==> src/rtl/alc_defines.svh <==
// Register map, field positions, reset values and timing constants
`ifndef ALC_DEFINES_SVH
`define ALC_DEFINES_SVH

// ==========================================================
// Register offsets
`define ALC_ADDR_CTL 8'h2d
`define ALC_ADDR_MAIN_EN 8'h2e
`define ALC_ADDR_SECOND_EN 8'h2f
`define ALC_ADDR_MAIN_STAT 8'h30
`define ALC_ADDR_SECOND_STAT 8'h31

// ==========================================================
// Control register fields
`define ALC_SECOND_MAIN_SENSOR_FILTER_TIME_HI 7
`define ALC_SECOND_MAIN_SENSOR_FILTER_TIME_LO 5
`define ALC_SECOND_FORCE 4
`define ALC_MAIN_MAIN_SENSOR_FILTER_TIME_HI 3
`define ALC_MAIN_MAIN_SENSOR_FILTER_TIME_LO 1
`define ALC_MAIN_FORCE 0

// ==========================================================
// Reset values
`define ALC_MAIN_SENSOR_FILTER_TIME_RESET 3'h0
`define ALC_FORCE_RESET 2'h0
`define ALC_EN_RESET 4'h0
`define ALC_TRIP_RESET 4'h0
`define ALC_RD_RESET 8'h00
`define ALC_RSVD_ZERO 4'h0
`define ALC_TIMER_ZERO 32'h0000_0000
`define ALC_TIMER_ONE 32'h0000_0001

// ==========================================================
// Timing: shortest filter time and cycles per millisecond
`define ALC_MAIN_SENSOR_FILTER_TIME_BASE_MS 80
`define ALC_CYCLES_PER_MS 200000
`define ALC_MAIN_SENSOR_FILTER_TIME_BASE_CYCLES (`ALC_MAIN_SENSOR_FILTER_TIME_BASE_MS * `ALC_CYCLES_PER_MS)

// ==========================================================
// Level comparator geometry
`define ALC_LEVELS 4
`define ALC_CODE_W 8

`endif

==> src/rtl/alc_pkg.sv <==
// Types shared by the ambient light comparator control block
package alc_pkg;
  typedef logic [7:0] alc_byte_t;
  typedef logic [3:0] alc_level_t;
  typedef logic [2:0] alc_main_sensor_filter_time_t;
  typedef logic [31:0] alc_thr_t;
  // Gray coded conversion sequence
  typedef enum logic [1:0] {
    ALC_IDLE = 2'b00,
    ALC_REQ = 2'b01,
    ALC_WAIT = 2'b11,
    ALC_DONE = 2'b10
  } alc_conv_state_t;
endpackage

==> src/rtl/alc_level_cmp.sv <==
// Four level comparators of one sensor channel
`include "alc_defines.svh"
module alc_level_cmp (
  // Sensor sample and thresholds, level 2 in the low byte
  input wire alc_pkg::alc_byte_t sample,
  input wire alc_pkg::alc_thr_t thresholds,
  // Per-level enables, bit 0 is level 2
  input wire alc_pkg::alc_level_t levelEnable,
  // Comparator outputs
  output alc_pkg::alc_level_t levelTrip
);
  import alc_pkg::*;

  // ==========================================================
  // Comparators
  genvar k;
  generate
    for (k = 0; k < `ALC_LEVELS; k++) begin : g_lvl
      // Trip when photocurrent is below the threshold
      assign levelTrip[k] = levelEnable[k] &&
        (sample < thresholds[k*`ALC_CODE_W +: `ALC_CODE_W]);
    end
  endgenerate
endmodule // alc_level_cmp

==> src/rtl/alc_channel.sv <==
// Filter timer, conversion sequencer and status of one sensor channel
`include "alc_defines.svh"
module alc_channel #(
  parameter int unsigned BASE_CYCLES = `ALC_MAIN_SENSOR_FILTER_TIME_BASE_CYCLES
) (
  // Clock and reset
  input wire logic mclk,
  input wire logic sys_rst,
  // Control
  input wire logic backlightOn,
  input wire alc_pkg::alc_main_sensor_filter_time_t filtCode,
  input wire logic forceReq,
  input wire alc_pkg::alc_level_t levelEnable,
  input wire alc_pkg::alc_thr_t thresholds,
  // Front end
  input wire alc_pkg::alc_byte_t sensorInput,
  input wire logic convDone,
  output logic convStart,
  // Status
  output logic convFinished,
  output logic busy,
  output alc_pkg::alc_level_t levelTrip
);
  import alc_pkg::*;

  alc_conv_state_t state_reg;
  alc_conv_state_t state_next;
  logic [31:0] timer_reg;
  logic [31:0] timerLimit;
  logic periodTick;
  logic startConv;
  alc_level_t cmpTrip;
  alc_level_t trip_reg;

  // ==========================================================
  // Filter timer, runs only while the backlight is on
  assign timerLimit = BASE_CYCLES << filtCode;
  assign periodTick = backlightOn &&
    (timer_reg == timerLimit - `ALC_TIMER_ONE);

  always_ff @(posedge mclk or posedge sys_rst) begin
    if (sys_rst) begin
      timer_reg <= `ALC_TIMER_ZERO;
    end else if (!backlightOn || periodTick || timer_reg >= timerLimit) begin
      timer_reg <= `ALC_TIMER_ZERO;
    end else begin
      timer_reg <= timer_reg + `ALC_TIMER_ONE;
    end
  end

  a_tick_wrap: assert property (@(posedge mclk) disable iff (sys_rst)
    periodTick |=> timer_reg == `ALC_TIMER_ZERO)
    else $error("filter timer did not restart after period");

  // ==========================================================
  // Conversion sequencer
  assign startConv = backlightOn ? periodTick : forceReq;

  always_comb begin
    state_next = state_reg;
    unique case (state_reg)
      ALC_IDLE: begin
        if (startConv) begin
          state_next = ALC_REQ;
        end
      end
      ALC_REQ: state_next = ALC_WAIT;
      ALC_WAIT: begin
        if (convDone) begin
          state_next = ALC_DONE;
        end
      end
      ALC_DONE: state_next = ALC_IDLE;
    endcase
  end

  always_ff @(posedge mclk or posedge sys_rst) begin
    if (sys_rst) begin
      state_reg <= ALC_IDLE;
    end else begin
      state_reg <= state_next;
    end
  end

  assign convStart = (state_reg == ALC_REQ);
  assign convFinished = (state_reg == ALC_DONE);
  assign busy = (state_reg != ALC_IDLE);

  // ==========================================================
  // Comparators and captured trip status
  alc_level_cmp u_cmp (
    .sample(sensorInput),
    .thresholds(thresholds),
    .levelEnable(levelEnable),
    .levelTrip(cmpTrip)
  );

  always_ff @(posedge mclk or posedge sys_rst) begin
    if (sys_rst) begin
      trip_reg <= `ALC_TRIP_RESET;
    end else if (state_reg == ALC_WAIT && convDone) begin
      trip_reg <= cmpTrip;
    end else begin
      // A disabled level stops reporting on the next clock edge
      trip_reg <= trip_reg & levelEnable;
    end
  end

  assign levelTrip = trip_reg;

  a_trip_level: assert property (@(posedge mclk) disable iff (sys_rst)
    (state_reg == ALC_WAIT && convDone && levelEnable[0] &&
     sensorInput < thresholds[7:0]) |=> levelTrip[0])
    else $error("level 2 did not trip below threshold");
endmodule // alc_channel

==> src/rtl/alc_top.sv <==
// Control and status of the two ambient light comparator channels
`include "alc_defines.svh"

module alc_top #(
  parameter int unsigned MAIN_SENSOR_FILTER_TIME_BASE_CYCLES = `ALC_MAIN_SENSOR_FILTER_TIME_BASE_CYCLES
) (
  // Clock and reset
  input wire logic mclk,
  input wire logic sys_rst,
  // Register port from the serial host interface
  input wire alc_pkg::alc_byte_t regAddr,
  input wire alc_pkg::alc_byte_t regWrData,
  input wire logic regWrEn,
  input wire logic regRdEn,
  output alc_pkg::alc_byte_t regRdData,
  // Backlight state
  input wire logic backlightOn,
  // Main sensor front end
  input wire alc_pkg::alc_byte_t mainSensorInput,
  input wire alc_pkg::alc_thr_t mainThresholds,
  input wire logic mainConvDone,
  output logic mainConvStart,
  // Second sensor front end
  input wire alc_pkg::alc_byte_t secondSensorInput,
  input wire alc_pkg::alc_thr_t secondThresholds,
  input wire logic secondConvDone,
  output logic secondConvStart,
  // Level outputs to the brightness logic
  output alc_pkg::alc_level_t mainLevelTrip,
  output alc_pkg::alc_level_t secondLevelTrip,
  output alc_pkg::alc_level_t secondAutoLevelEnable
);
  import alc_pkg::*;

  // ==========================================================
  // Register decode
  localparam int SEL_CTL = 0;
  localparam int SEL_MAIN_EN = 1;
  localparam int SEL_SECOND_EN = 2;
  localparam int SEL_MAIN_STAT = 3;
  localparam int SEL_SECOND_STAT = 4;

  function automatic logic [4:0] decodeReg(input alc_byte_t addr);
    logic [4:0] sel;
    sel = 5'h00;
    sel[SEL_CTL] = (addr == `ALC_ADDR_CTL);
    sel[SEL_MAIN_EN] = (addr == `ALC_ADDR_MAIN_EN);
    sel[SEL_SECOND_EN] = (addr == `ALC_ADDR_SECOND_EN);
    sel[SEL_MAIN_STAT] = (addr == `ALC_ADDR_MAIN_STAT);
    sel[SEL_SECOND_STAT] = (addr == `ALC_ADDR_SECOND_STAT);
    return sel;
  endfunction

  logic [4:0] wrSel;
  logic [4:0] rdSel;
  logic ctlWr;

  assign wrSel = regWrEn ? decodeReg(regAddr) : 5'h00;
  assign rdSel = regRdEn ? decodeReg(regAddr) : 5'h00;
  assign ctlWr = wrSel[SEL_CTL];

  // ==========================================================
  // Per-channel arrays: index 0 is main, 1 is second
  alc_main_sensor_filter_time_t main_sensor_filter_time_reg [2];
  logic [1:0] force_reg;
  logic [1:0] force_next;
  logic [1:0] forceSet;
  alc_level_t en_reg [2];
  logic [1:0] writtenForce;
  logic [1:0] convFinished;
  logic [1:0] busy;
  logic [1:0] convStart;
  logic [1:0] convDone;
  alc_level_t trip [2];
  alc_byte_t sensorIn [2];
  alc_thr_t thr [2];
  alc_main_sensor_filter_time_t writtenFilt [2];

  assign writtenForce[0] = regWrData[`ALC_MAIN_FORCE];
  assign writtenForce[1] = regWrData[`ALC_SECOND_FORCE];
  assign writtenFilt[0] =
    regWrData[`ALC_MAIN_MAIN_SENSOR_FILTER_TIME_HI:`ALC_MAIN_MAIN_SENSOR_FILTER_TIME_LO];
  assign writtenFilt[1] =
    regWrData[`ALC_SECOND_MAIN_SENSOR_FILTER_TIME_HI:`ALC_SECOND_MAIN_SENSOR_FILTER_TIME_LO];
  assign sensorIn[0] = mainSensorInput;
  assign sensorIn[1] = secondSensorInput;
  assign thr[0] = mainThresholds;
  assign thr[1] = secondThresholds;
  assign convDone[0] = mainConvDone;
  assign convDone[1] = secondConvDone;

  // ==========================================================
  // Filter time fields
  always_ff @(posedge mclk or posedge sys_rst) begin
    if (sys_rst) begin
      main_sensor_filter_time_reg[0] <= `ALC_MAIN_SENSOR_FILTER_TIME_RESET;
      main_sensor_filter_time_reg[1] <= `ALC_MAIN_SENSOR_FILTER_TIME_RESET;
    end else if (ctlWr) begin
      main_sensor_filter_time_reg[0] <= writtenFilt[0];
      main_sensor_filter_time_reg[1] <= writtenFilt[1];
    end
  end

  // ==========================================================
  // Forced conversion requests
  // A set arriving with the finish of the previous conversion wins
  genvar c;
  generate
    for (c = 0; c < 2; c++) begin : g_force
      assign forceSet[c] = ctlWr && writtenForce[c];
      always_comb begin
        if (backlightOn) begin
          force_next[c] = 1'b0;
        end else if (forceSet[c]) begin
          force_next[c] = 1'b1;
        end else if (convFinished[c]) begin
          force_next[c] = 1'b0;
        end else begin
          force_next[c] = force_reg[c];
        end
      end
    end
  endgenerate

  always_ff @(posedge mclk or posedge sys_rst) begin
    if (sys_rst) begin
      force_reg <= `ALC_FORCE_RESET;
    end else begin
      force_reg <= force_next;
    end
  end

  // ==========================================================
  // Level enables, reserved upper bits are not stored
  always_ff @(posedge mclk or posedge sys_rst) begin
    if (sys_rst) begin
      en_reg[0] <= `ALC_EN_RESET;
      en_reg[1] <= `ALC_EN_RESET;
    end else begin
      if (wrSel[SEL_MAIN_EN]) begin
        en_reg[0] <= regWrData[3:0];
      end
      if (wrSel[SEL_SECOND_EN]) begin
        en_reg[1] <= regWrData[3:0];
      end
    end
  end

  assign secondAutoLevelEnable = en_reg[1];

  // ==========================================================
  // Sensor channels
  generate
    for (c = 0; c < 2; c++) begin : g_chan
      alc_channel #(
        .BASE_CYCLES(MAIN_SENSOR_FILTER_TIME_BASE_CYCLES)
      ) u_chan (
        .mclk(mclk),
        .sys_rst(sys_rst),
        .backlightOn(backlightOn),
        .filtCode(main_sensor_filter_time_reg[c]),
        .forceReq(force_reg[c]),
        .levelEnable(en_reg[c]),
        .thresholds(thr[c]),
        .sensorInput(sensorIn[c]),
        .convDone(convDone[c]),
        .convStart(convStart[c]),
        .convFinished(convFinished[c]),
        .busy(busy[c]),
        .levelTrip(trip[c])
      );
    end
  endgenerate

  assign mainConvStart = convStart[0];
  assign secondConvStart = convStart[1];
  assign mainLevelTrip = trip[0];
  assign secondLevelTrip = trip[1];

  // ==========================================================
  // Read data, registered; unmapped offsets read zero
  alc_byte_t rdValue;

  always_comb begin
    rdValue = `ALC_RD_RESET;
    unique case (1'b1)
      rdSel[SEL_CTL]: begin
        rdValue[`ALC_SECOND_MAIN_SENSOR_FILTER_TIME_HI:`ALC_SECOND_MAIN_SENSOR_FILTER_TIME_LO] = main_sensor_filter_time_reg[1];
        rdValue[`ALC_SECOND_FORCE] = force_reg[1];
        rdValue[`ALC_MAIN_MAIN_SENSOR_FILTER_TIME_HI:`ALC_MAIN_MAIN_SENSOR_FILTER_TIME_LO] = main_sensor_filter_time_reg[0];
        rdValue[`ALC_MAIN_FORCE] = force_reg[0];
      end
      rdSel[SEL_MAIN_EN]: rdValue = {`ALC_RSVD_ZERO, en_reg[0]};
      rdSel[SEL_SECOND_EN]: rdValue = {`ALC_RSVD_ZERO, en_reg[1]};
      rdSel[SEL_MAIN_STAT]: rdValue = {`ALC_RSVD_ZERO, trip[0]};
      rdSel[SEL_SECOND_STAT]: rdValue = {`ALC_RSVD_ZERO, trip[1]};
      default: rdValue = `ALC_RD_RESET;
    endcase
  end

  always_ff @(posedge mclk or posedge sys_rst) begin
    if (sys_rst) begin
      regRdData <= `ALC_RD_RESET;
    end else if (regRdEn) begin
      regRdData <= rdValue;
    end
  end

  // ==========================================================
  // Checks
  a_force_ignored: assert property (@(posedge mclk) disable iff (sys_rst)
    backlightOn |=> force_reg == 2'b00)
    else $error("forced conversion kept while backlight on");

  a_force_sets: assert property (@(posedge mclk) disable iff (sys_rst)
    (ctlWr && regWrData[`ALC_MAIN_FORCE] && !backlightOn)
      |=> force_reg[0])
    else $error("main forced conversion request not taken");

  a_force_clear: assert property (@(posedge mclk) disable iff (sys_rst)
    (convFinished[1] && !forceSet[1]) |=> !force_reg[1])
    else $error("second forced conversion bit did not clear");

  a_conv_start: assert property (@(posedge mclk) disable iff (sys_rst)
    (force_reg[1] && !backlightOn && !busy[1] && !backlightOn)
      |=> secondConvStart)
    else $error("second forced conversion did not start");

  a_status_read: assert property (@(posedge mclk) disable iff (sys_rst)
    (regRdEn && regAddr == `ALC_ADDR_MAIN_STAT)
      |=> regRdData == {`ALC_RSVD_ZERO, $past(mainLevelTrip)})
    else $error("main status read mismatch");

  a_stat2_read: assert property (@(posedge mclk) disable iff (sys_rst)
    (regRdEn && regAddr == `ALC_ADDR_SECOND_STAT)
      |=> regRdData == {`ALC_RSVD_ZERO, $past(secondLevelTrip)})
    else $error("second status read mismatch");

  a_reserved_zero: assert property (@(posedge mclk) disable iff (sys_rst)
    (regRdEn && (rdSel[SEL_MAIN_EN] || rdSel[SEL_SECOND_EN]))
      |=> regRdData[7:4] == `ALC_RSVD_ZERO)
    else $error("reserved enable bits not zero");

  a_trip_disabled: assert property (@(posedge mclk) disable iff (sys_rst)
    (en_reg[0] == `ALC_EN_RESET) [*2] |-> mainLevelTrip == 4'h0)
    else $error("disabled main level still trips");
endmodule // alc_top

==> config.mk <==
export PLATFORM = sky130hd
export DESIGN_NAME = alc_top
export DESIGN_NICKNAME = d
export VERILOG_FILES = /design/src/rtl/alc_pkg.sv /design/src/rtl/alc_level_cmp.sv /design/src/rtl/alc_channel.sv /design/src/rtl/alc_top.sv
export VERILOG_INCLUDE_DIRS = /design/src /design/src/rtl
export SDC_FILE = /design/constraint.sdc
export NUM_CORES = 1
export LEC_CHECK = 0
export CAP_MARGIN = 20
export CORE_ASPECT_RATIO = 1.5
export CORE_MARGIN = 2
export CORE_UTILIZATION = 55
export CTS_CLUSTER_DIAMETER = 40
export DETAILED_ROUTE_END_ITERATION = 6
export DONT_BUFFER_PORTS = 1
export HOLD_SLACK_MARGIN = 0.02
export PLACE_DENSITY = 0.69
export REMOVE_ABC_BUFFERS = 1
export SETUP_SLACK_MARGIN = 0.2
export SKIP_LAST_GASP = 1
export SYNTH_ARGS = -nofsm -noshare
export SYNTH_HDL_FRONTEND = slang
export SYNTH_SLANG_ARGS = --single-unit
==> constraint.sdc <==
create_clock -name mclk -period 10.5 [get_ports mclk]
set_clock_uncertainty 0.1 [all_clocks]
set_input_delay 1.575 -clock mclk [delete_from_list [all_inputs] [get_ports mclk]]
set_output_delay 1.575 -clock mclk [all_outputs]
set_load 0.02 [all_outputs]
==> metrics, run 1 <==
status=finished, final reports clean; Yosys cell types=69; min Tclk post-route=4.27 ns; number of hold buffers added after CTS=0; CP Max Fanout=21; met1 Use GR=29.8%; gr busiest metal=met2; vias in the first global route=7485; startpoint types=flop; FF+latch count, synth=100; Clock transition at path regs=0.07 ns; global-route usage over all layers=26.0%; Sinks on Clock Net=100; Die Y=161 um; most numerous cell in the Yosys netlist=ha_1; Power per Cell Area=96.3 nW/um2; met3 Use GR=3.75%; gpl congestion=0.873; antenna-violating nets left=0; Post-Route WL=22300 um; core area=16200 um2; number of flip-flops under the largest register name=64; Main synth FF type=dfrtp_1; detailed-route via count=7530; Wirelength per Cell=18.0 um; layout cell share with drive strength beyond 1=5.21%; CP required=10.65 ns; Port-buffer cells=0; area share of fa/ha/maj cells after synthesis=16.3%; CP arrival=4.42 ns; largest cells by area after synthesis=dfrtp_1 28%, ha_1 16%, xnor2_1 5.4%; largest net degree at the start of global routing=78; Simple-Gate Fraction of Synth Area=21.5%; cell count after synthesis=1063; final net count=1253; Setup Total Neg Slack=0 ns; die footprint=17600 um2; area used by multi-input combinational logic=5980 um2; CTS tree=built; Reg area=2500 um2; 1st-pass router iterations=5; area fraction of the dominant cell type after synthesis=27.6%; dpl hpwl=17400 um; Max-Cap Viols=0; largest family of logic cells by synthesized area=simple AND/OR/NAND/NOR gates; H-tree Lvls=3; Area Overhead vs Synth=4.07%; fill count=1483; drt drc=0; largest area contributor in the netlist=dfrtp_1; CP Capture Type=flop; Synth Warn #=0; M2 GR Usage=46.6%; Post-synth EDFFs=0; placed cell count=1226; Seq/Total Area, Yosys=27.6%; n_diodes=0; actual slew at the worst max-slew pin=0.980 ns; RSZ-0062 raised after global routing=false; vias per cell=6.06; grt total ovfl=0; Synth Area in Compound Gates=15.4%; Worst Hold Class=reg -> reg; final worst path period share=40.7%; post-synthesis mux area share=3.20%; Worst VDD drop=0.0000857 V; P_leak=0.00440 uW; Initial Util=56.0%; num ports=125; Root Driver=clkbuf_16; row cnt=57; Slew Viols, Final=0; Slew headroom=34.7%; total CTS buffers=9; worst skew pair latency=0.36 ns; Synth async-reset ratio=100%; Synth top cells by count=118 x ha_1, 105 x nor2_1, 100 x dfrtp_1, 93 x inv_1, 61 x nand2_1; Netlist Area Pre-Place=9070 um2; type of the worst setup path=reg -> reg; Max Buffers Root-to-Sink=2; final std cells w/o fill=1243; initial antenna violation count=0; Setup Buffers After CTS=0; Fin. Hold Viols=0; CTS resizes=0; global-route wire length before repair=36200 um; die width=109 um; Max Fclk=0.234 GHz; final setup fails=0; drt first-iter violations=395; syn_area_per_cell=8.53 um2; XOR/XNOR Fraction of Synth Area=9.52%
## worst paths after layout
kind	from	cells after the start	slack, ns	to
min in group asynchronous	sys_rst	1	0.95	g_chan[1].u_chan.timer_reg[5]
min reg2reg	g_chan[0].u_chan.state_reg[0]	0	0.36	g_chan[0].u_chan.state_reg[1]
max reg2reg	main_sensor_filter_time_reg[4]	10	6.23	g_chan[0].u_chan.timer_reg[12]
max	main_sensor_filter_time_reg[4]	10	6.23	g_chan[0].u_chan.timer_reg[12]
max in group asynchronous	sys_rst	2	8.05	g_chan[0].u_chan.timer_reg[13]
min	g_chan[0].u_chan.state_reg[0]	0	0.36	g_chan[0].u_chan.state_reg[1]
## placed cells by master (no fill, tap or decap), types with 9 or more instances in the layout
cell type and n:
mux2_2 16, nor2_1 105, nand2_1 61, clkbuf_16 9
xnor2_1 56, xor2_1 40, mux2i_1 11, a21boi_0 12
nor2b_1 12, a21o_1 29, nand3_1 37, ha_1 118
and3_1 15, nand4_1 14, a211oi_1 15, inv_1 92
a21oi_1 23, o21ai_0 46, nor4_1 12, dfrtp_1 100
nor3_1 41, nand2b_1 20, o21a_1 17
## cell type report
class                   count  share of cell area [%]
clock buffers              11                    2.46
inverters                  94                    3.76
clock inverters             5                   0.384
multi-input cells         819                    63.3
well taps                 206                    2.73
repair buffers              8                   0.822
flip-flops and latches    100                    26.5
## per-stage QoR
step / cell area, um2 / util, % / worst slack [ns] / hold slack (ns) / power [uW]
final: 9440 / 58.3 / 6.23 / 0.355 / 910
after global routing: 9440 / 58.3 / 5.97 / 0.392 / 958
after CTS: 9440 / 58.3 / 6.26 / 0.355 / 917
after detailed placement: 9170 / 56.6 / 6.29 / 0.334 / 602
after global placement: 9140 / 56.5 / 6.09 / 0.330 / 596
after floorplan: 8830 / - / 6.21 / 0.296 / 557
## layer usage
metal | share of wire [%] | up-vias
met5 | 0 | -
met4 | 3.8 | 0
met3 | 4.9 | 61
met2 | 51 | 223
met1 | 40 | 3560
li1 | - | 3686
## kinds of logic (layout without fill, tap and decap cells)
logic type / count (synthesis) / after routing
xor gates and xnor gates: 97 / 97
and+or+nand+nor: 376 / 376
DFF: 100 / 100
buffers and inverters: 144 / 118
muxes: 27 / 27
adders and majority gates: 118 / 118
AOI/OAI and AO/OA: 201 / 201
## power breakdown
part	total, uW	leakage (uW)	internal, uW	switching (uW)
sequential	416	0.00138	397	19.1
clock	314	0.000122	162	153
combinational	179	0.00290	76.0	103
total	910	0.00440	635	275
## worst max-delay path: stages, from the launching register on
cell,delay (ns)
dfrtp_1,0.82
inv_1,0.31
ha_1,0.46
or4_1,0.54
a21oi_1,0.20
xnor2_1,0.10
nand4b_1,0.20
or4_4,0.58
o31ai_4,0.57
buf_16,0.22
nor2_1,0.06
Power figures use the tool's default switching activity.
==> run 2: changes to the inputs <==
Settings changed: PLACE_DENSITY 0.69 to 0.72.
Clock period 10.5 ns to 3.9 ns, I/O delays scaled along.
==> run 2 against run 1 <==
  * Final cell count rose by 0.64%
  * Flip-flop and latch count stayed put
  * Clock power rose to 3.0 times the previous value
  * Largest power group unchanged
  * Die area unchanged
==> metrics, run 2 (same netlist as run 1, synthesis figures left out) <==
type of the worst setup path=reg -> reg; CP required=4.06 ns; min Tclk post-route=3.44 ns; global-route wire length before repair=35900 um; final std cells w/o fill=1251; final worst path period share=88.2%; Worst VDD drop=0.000225 V; drt first-iter violations=443; initial antenna violation count=0; Worst Hold Launch=backlightOn; RSZ-0062 raised after global routing=true; Clock transition at path regs=0.08 ns; final setup fails=0; number of flip-flops under the largest register name=64; Slew Viols, Final=0; Wirelength per Cell=17.7 um; detailed-route via count=7549; Psw=802 uW; r2r setup slk=0.46 ns; placed cell count=1235; antenna-violating nets left=0; Sw Ratio=31.5%; die footprint=17600 um2; Root Driver=clkbuf_16; met3 wire len=1160 um; startpoint types=flop; final net count=1261; Cells on Worst Hold Path=1; CP Max Fanout=11; total CTS buffers=9; largest net degree at the start of global routing=75; CP max-delay cell=nor4b_1; grt total ovfl=0; Sinks on Clock Net=100; Fin. Hold Viols=0; Setup Buffers After CTS=0; Max Fclk=0.291 GHz; actual slew at the worst max-slew pin=0.955 ns; Power per Cell Area=266 nW/um2; commonest cells after routing, fill and taps aside=116 x ha_1, 105 x nor2_1, 100 x dfrtp_1; number of hold buffers added after CTS=0; most frequent CP cell=nor4b_1; Setup Total Neg Slack=0 ns; Max-Cap Viols=0; combinational share of power=19.3%; n_diodes=0; worst skew pair latency=0.37 ns; Worst Hold Endpoint=force_reg[0]; H-tree Lvls=3; internal power=1740 uW; Worst Hold Class=in -> reg; Reg-to-Reg Start=main_sensor_filter_time_reg[1]; CTS tree=built; die width=109 um; vias in the first global route=7513; 1st-pass router iterations=5; clock power share=36.8%; vias per cell=6.03; Die Y=161 um; Post-Route WL=22100 um; slowest stage delay, CP=0.68 ns; gpl congestion=0.947; P_leak=0.00447 uW; row cnt=57; core area=16200 um2; global-route usage over all layers=25.7%; Area Overhead vs Synth=5.27%; Metal-1 WL=8830 um; share of power burned in registers=43.9%; Max Buffers Root-to-Sink=2; dpl hpwl=17400 um; Met2 Wirelength=11300 um; commonest non-fill, non-tap cell in the layout=ha_1; max layer used=met4; CP Capture Type=flop; num ports=125; Initial Util=56.0%; drt drc=0; CP arrival=3.60 ns; status=finished, final reports clean; Worst R2R End=g_chan[1].u_chan.state_reg[0]; R2R cell count=8; layout cell share with drive strength beyond 1=6.32%; Port-buffer cells=0; post-layout util=59.0%; worst path cell trace=ha_1, nor4b_1, a211oi_1, xnor2_1, nor4b_1, nand3_1, or4_1, o41ai_1; Slew headroom=35.7%; fill count=1477
-- run 2: cell types whose count changed in the layout (fill, tap and decap cells not counted), moves of 2 or more --
| cell | previous run | this run |
|---|---|---|
| ha_1 | 118 | 116 |
| ha_2 | 0 | 2 |
| clkinvlp_4 | 3 | 0 |
| clkinv_8 | 0 | 4 |
| clkbuf_1 | 2 | 0 |
| buf_4 | 6 | 15 |
-- run 2: layer usage --
layer / vias to the layer above / GRT usage, %
li1: 3688 / -
met1: 3555 / 29.4
met2: 248 / 46.1
met3: 58 / 4.28
met4: 0 / 11.2
met5: - / 0
-- run 2: critical path, delay by kind of cell, from the launching register on --
family	cells	cell delay (ns)
compound gates	2	0.49
fa+ha+maj	1	0.35
flops	1	0.50
xor+xnor	1	0.19
simple gates	4	1.71
-- run 2: power by group through the flow --
stage                     registers, uW  logic (uW)  clock network (uW)
final                              1120         491                 935
after global routing               1120         559                 987
after CTS                          1120         492                 956
after detailed placement           1140         488                   0
after global placement             1140         478                   0
after floorplan                    1130         365                   0
-- run 2: layout make-up --
class	count	area (um2)	share of cell area (%)
clock buffers	9	225	2.36
flip-flops and latches	100	2500	26.2
repair buffers	16	133	1.39
clock inverters	7	91.3	0.956
inverters	94	355	3.72
multi-input cells	819	5990	62.7
well taps	206	258	2.70
-- run 2: worst max-delay path by stage --
stage | start | end | slack [ns] | cells after the start
floorplan | main_sensor_filter_time_reg[2] | g_chan[1].u_chan.timer_reg[2] | 0.08 | 10
global placement | main_sensor_filter_time_reg[3] | g_chan[0].u_chan.timer_reg[5] | 0.45 | 10
detailed placement | main_sensor_filter_time_reg[4] | g_chan[0].u_chan.timer_reg[9] | 0.41 | 14
CTS | main_sensor_filter_time_reg[4] | g_chan[0].u_chan.timer_reg[9] | 0.38 | 14
global route | main_sensor_filter_time_reg[1] | g_chan[1].u_chan.state_reg[0] | 0.20 | 8
finish | main_sensor_filter_time_reg[1] | g_chan[1].u_chan.state_reg[0] | 0.46 | 8
-- run 2: what timing repair did --
item                       4_1_cts  5_1_grt
hold endpoints to repair         0        0
setup endpoints to repair        0       29
gates resized for setup          0        5
-- run 2: metrics by stage --
| stage | area [um2] | setup WS, ns | power (uW) | hold WS, ns |
|---|---|---|---|---|
| final | 9550 | 0.461 | 2540 | 0.173 |
| after global routing | 9550 | 0.198 | 2670 | 0.159 |
| after CTS | 9540 | 0.375 | 2560 | 0.161 |
| after detailed placement | 9230 | 0.406 | 1630 | 0.328 |
| after global placement | 9230 | 0.449 | 1610 | 0.331 |
| after floorplan | 8830 | 0.0840 | 1500 | 0.296 |
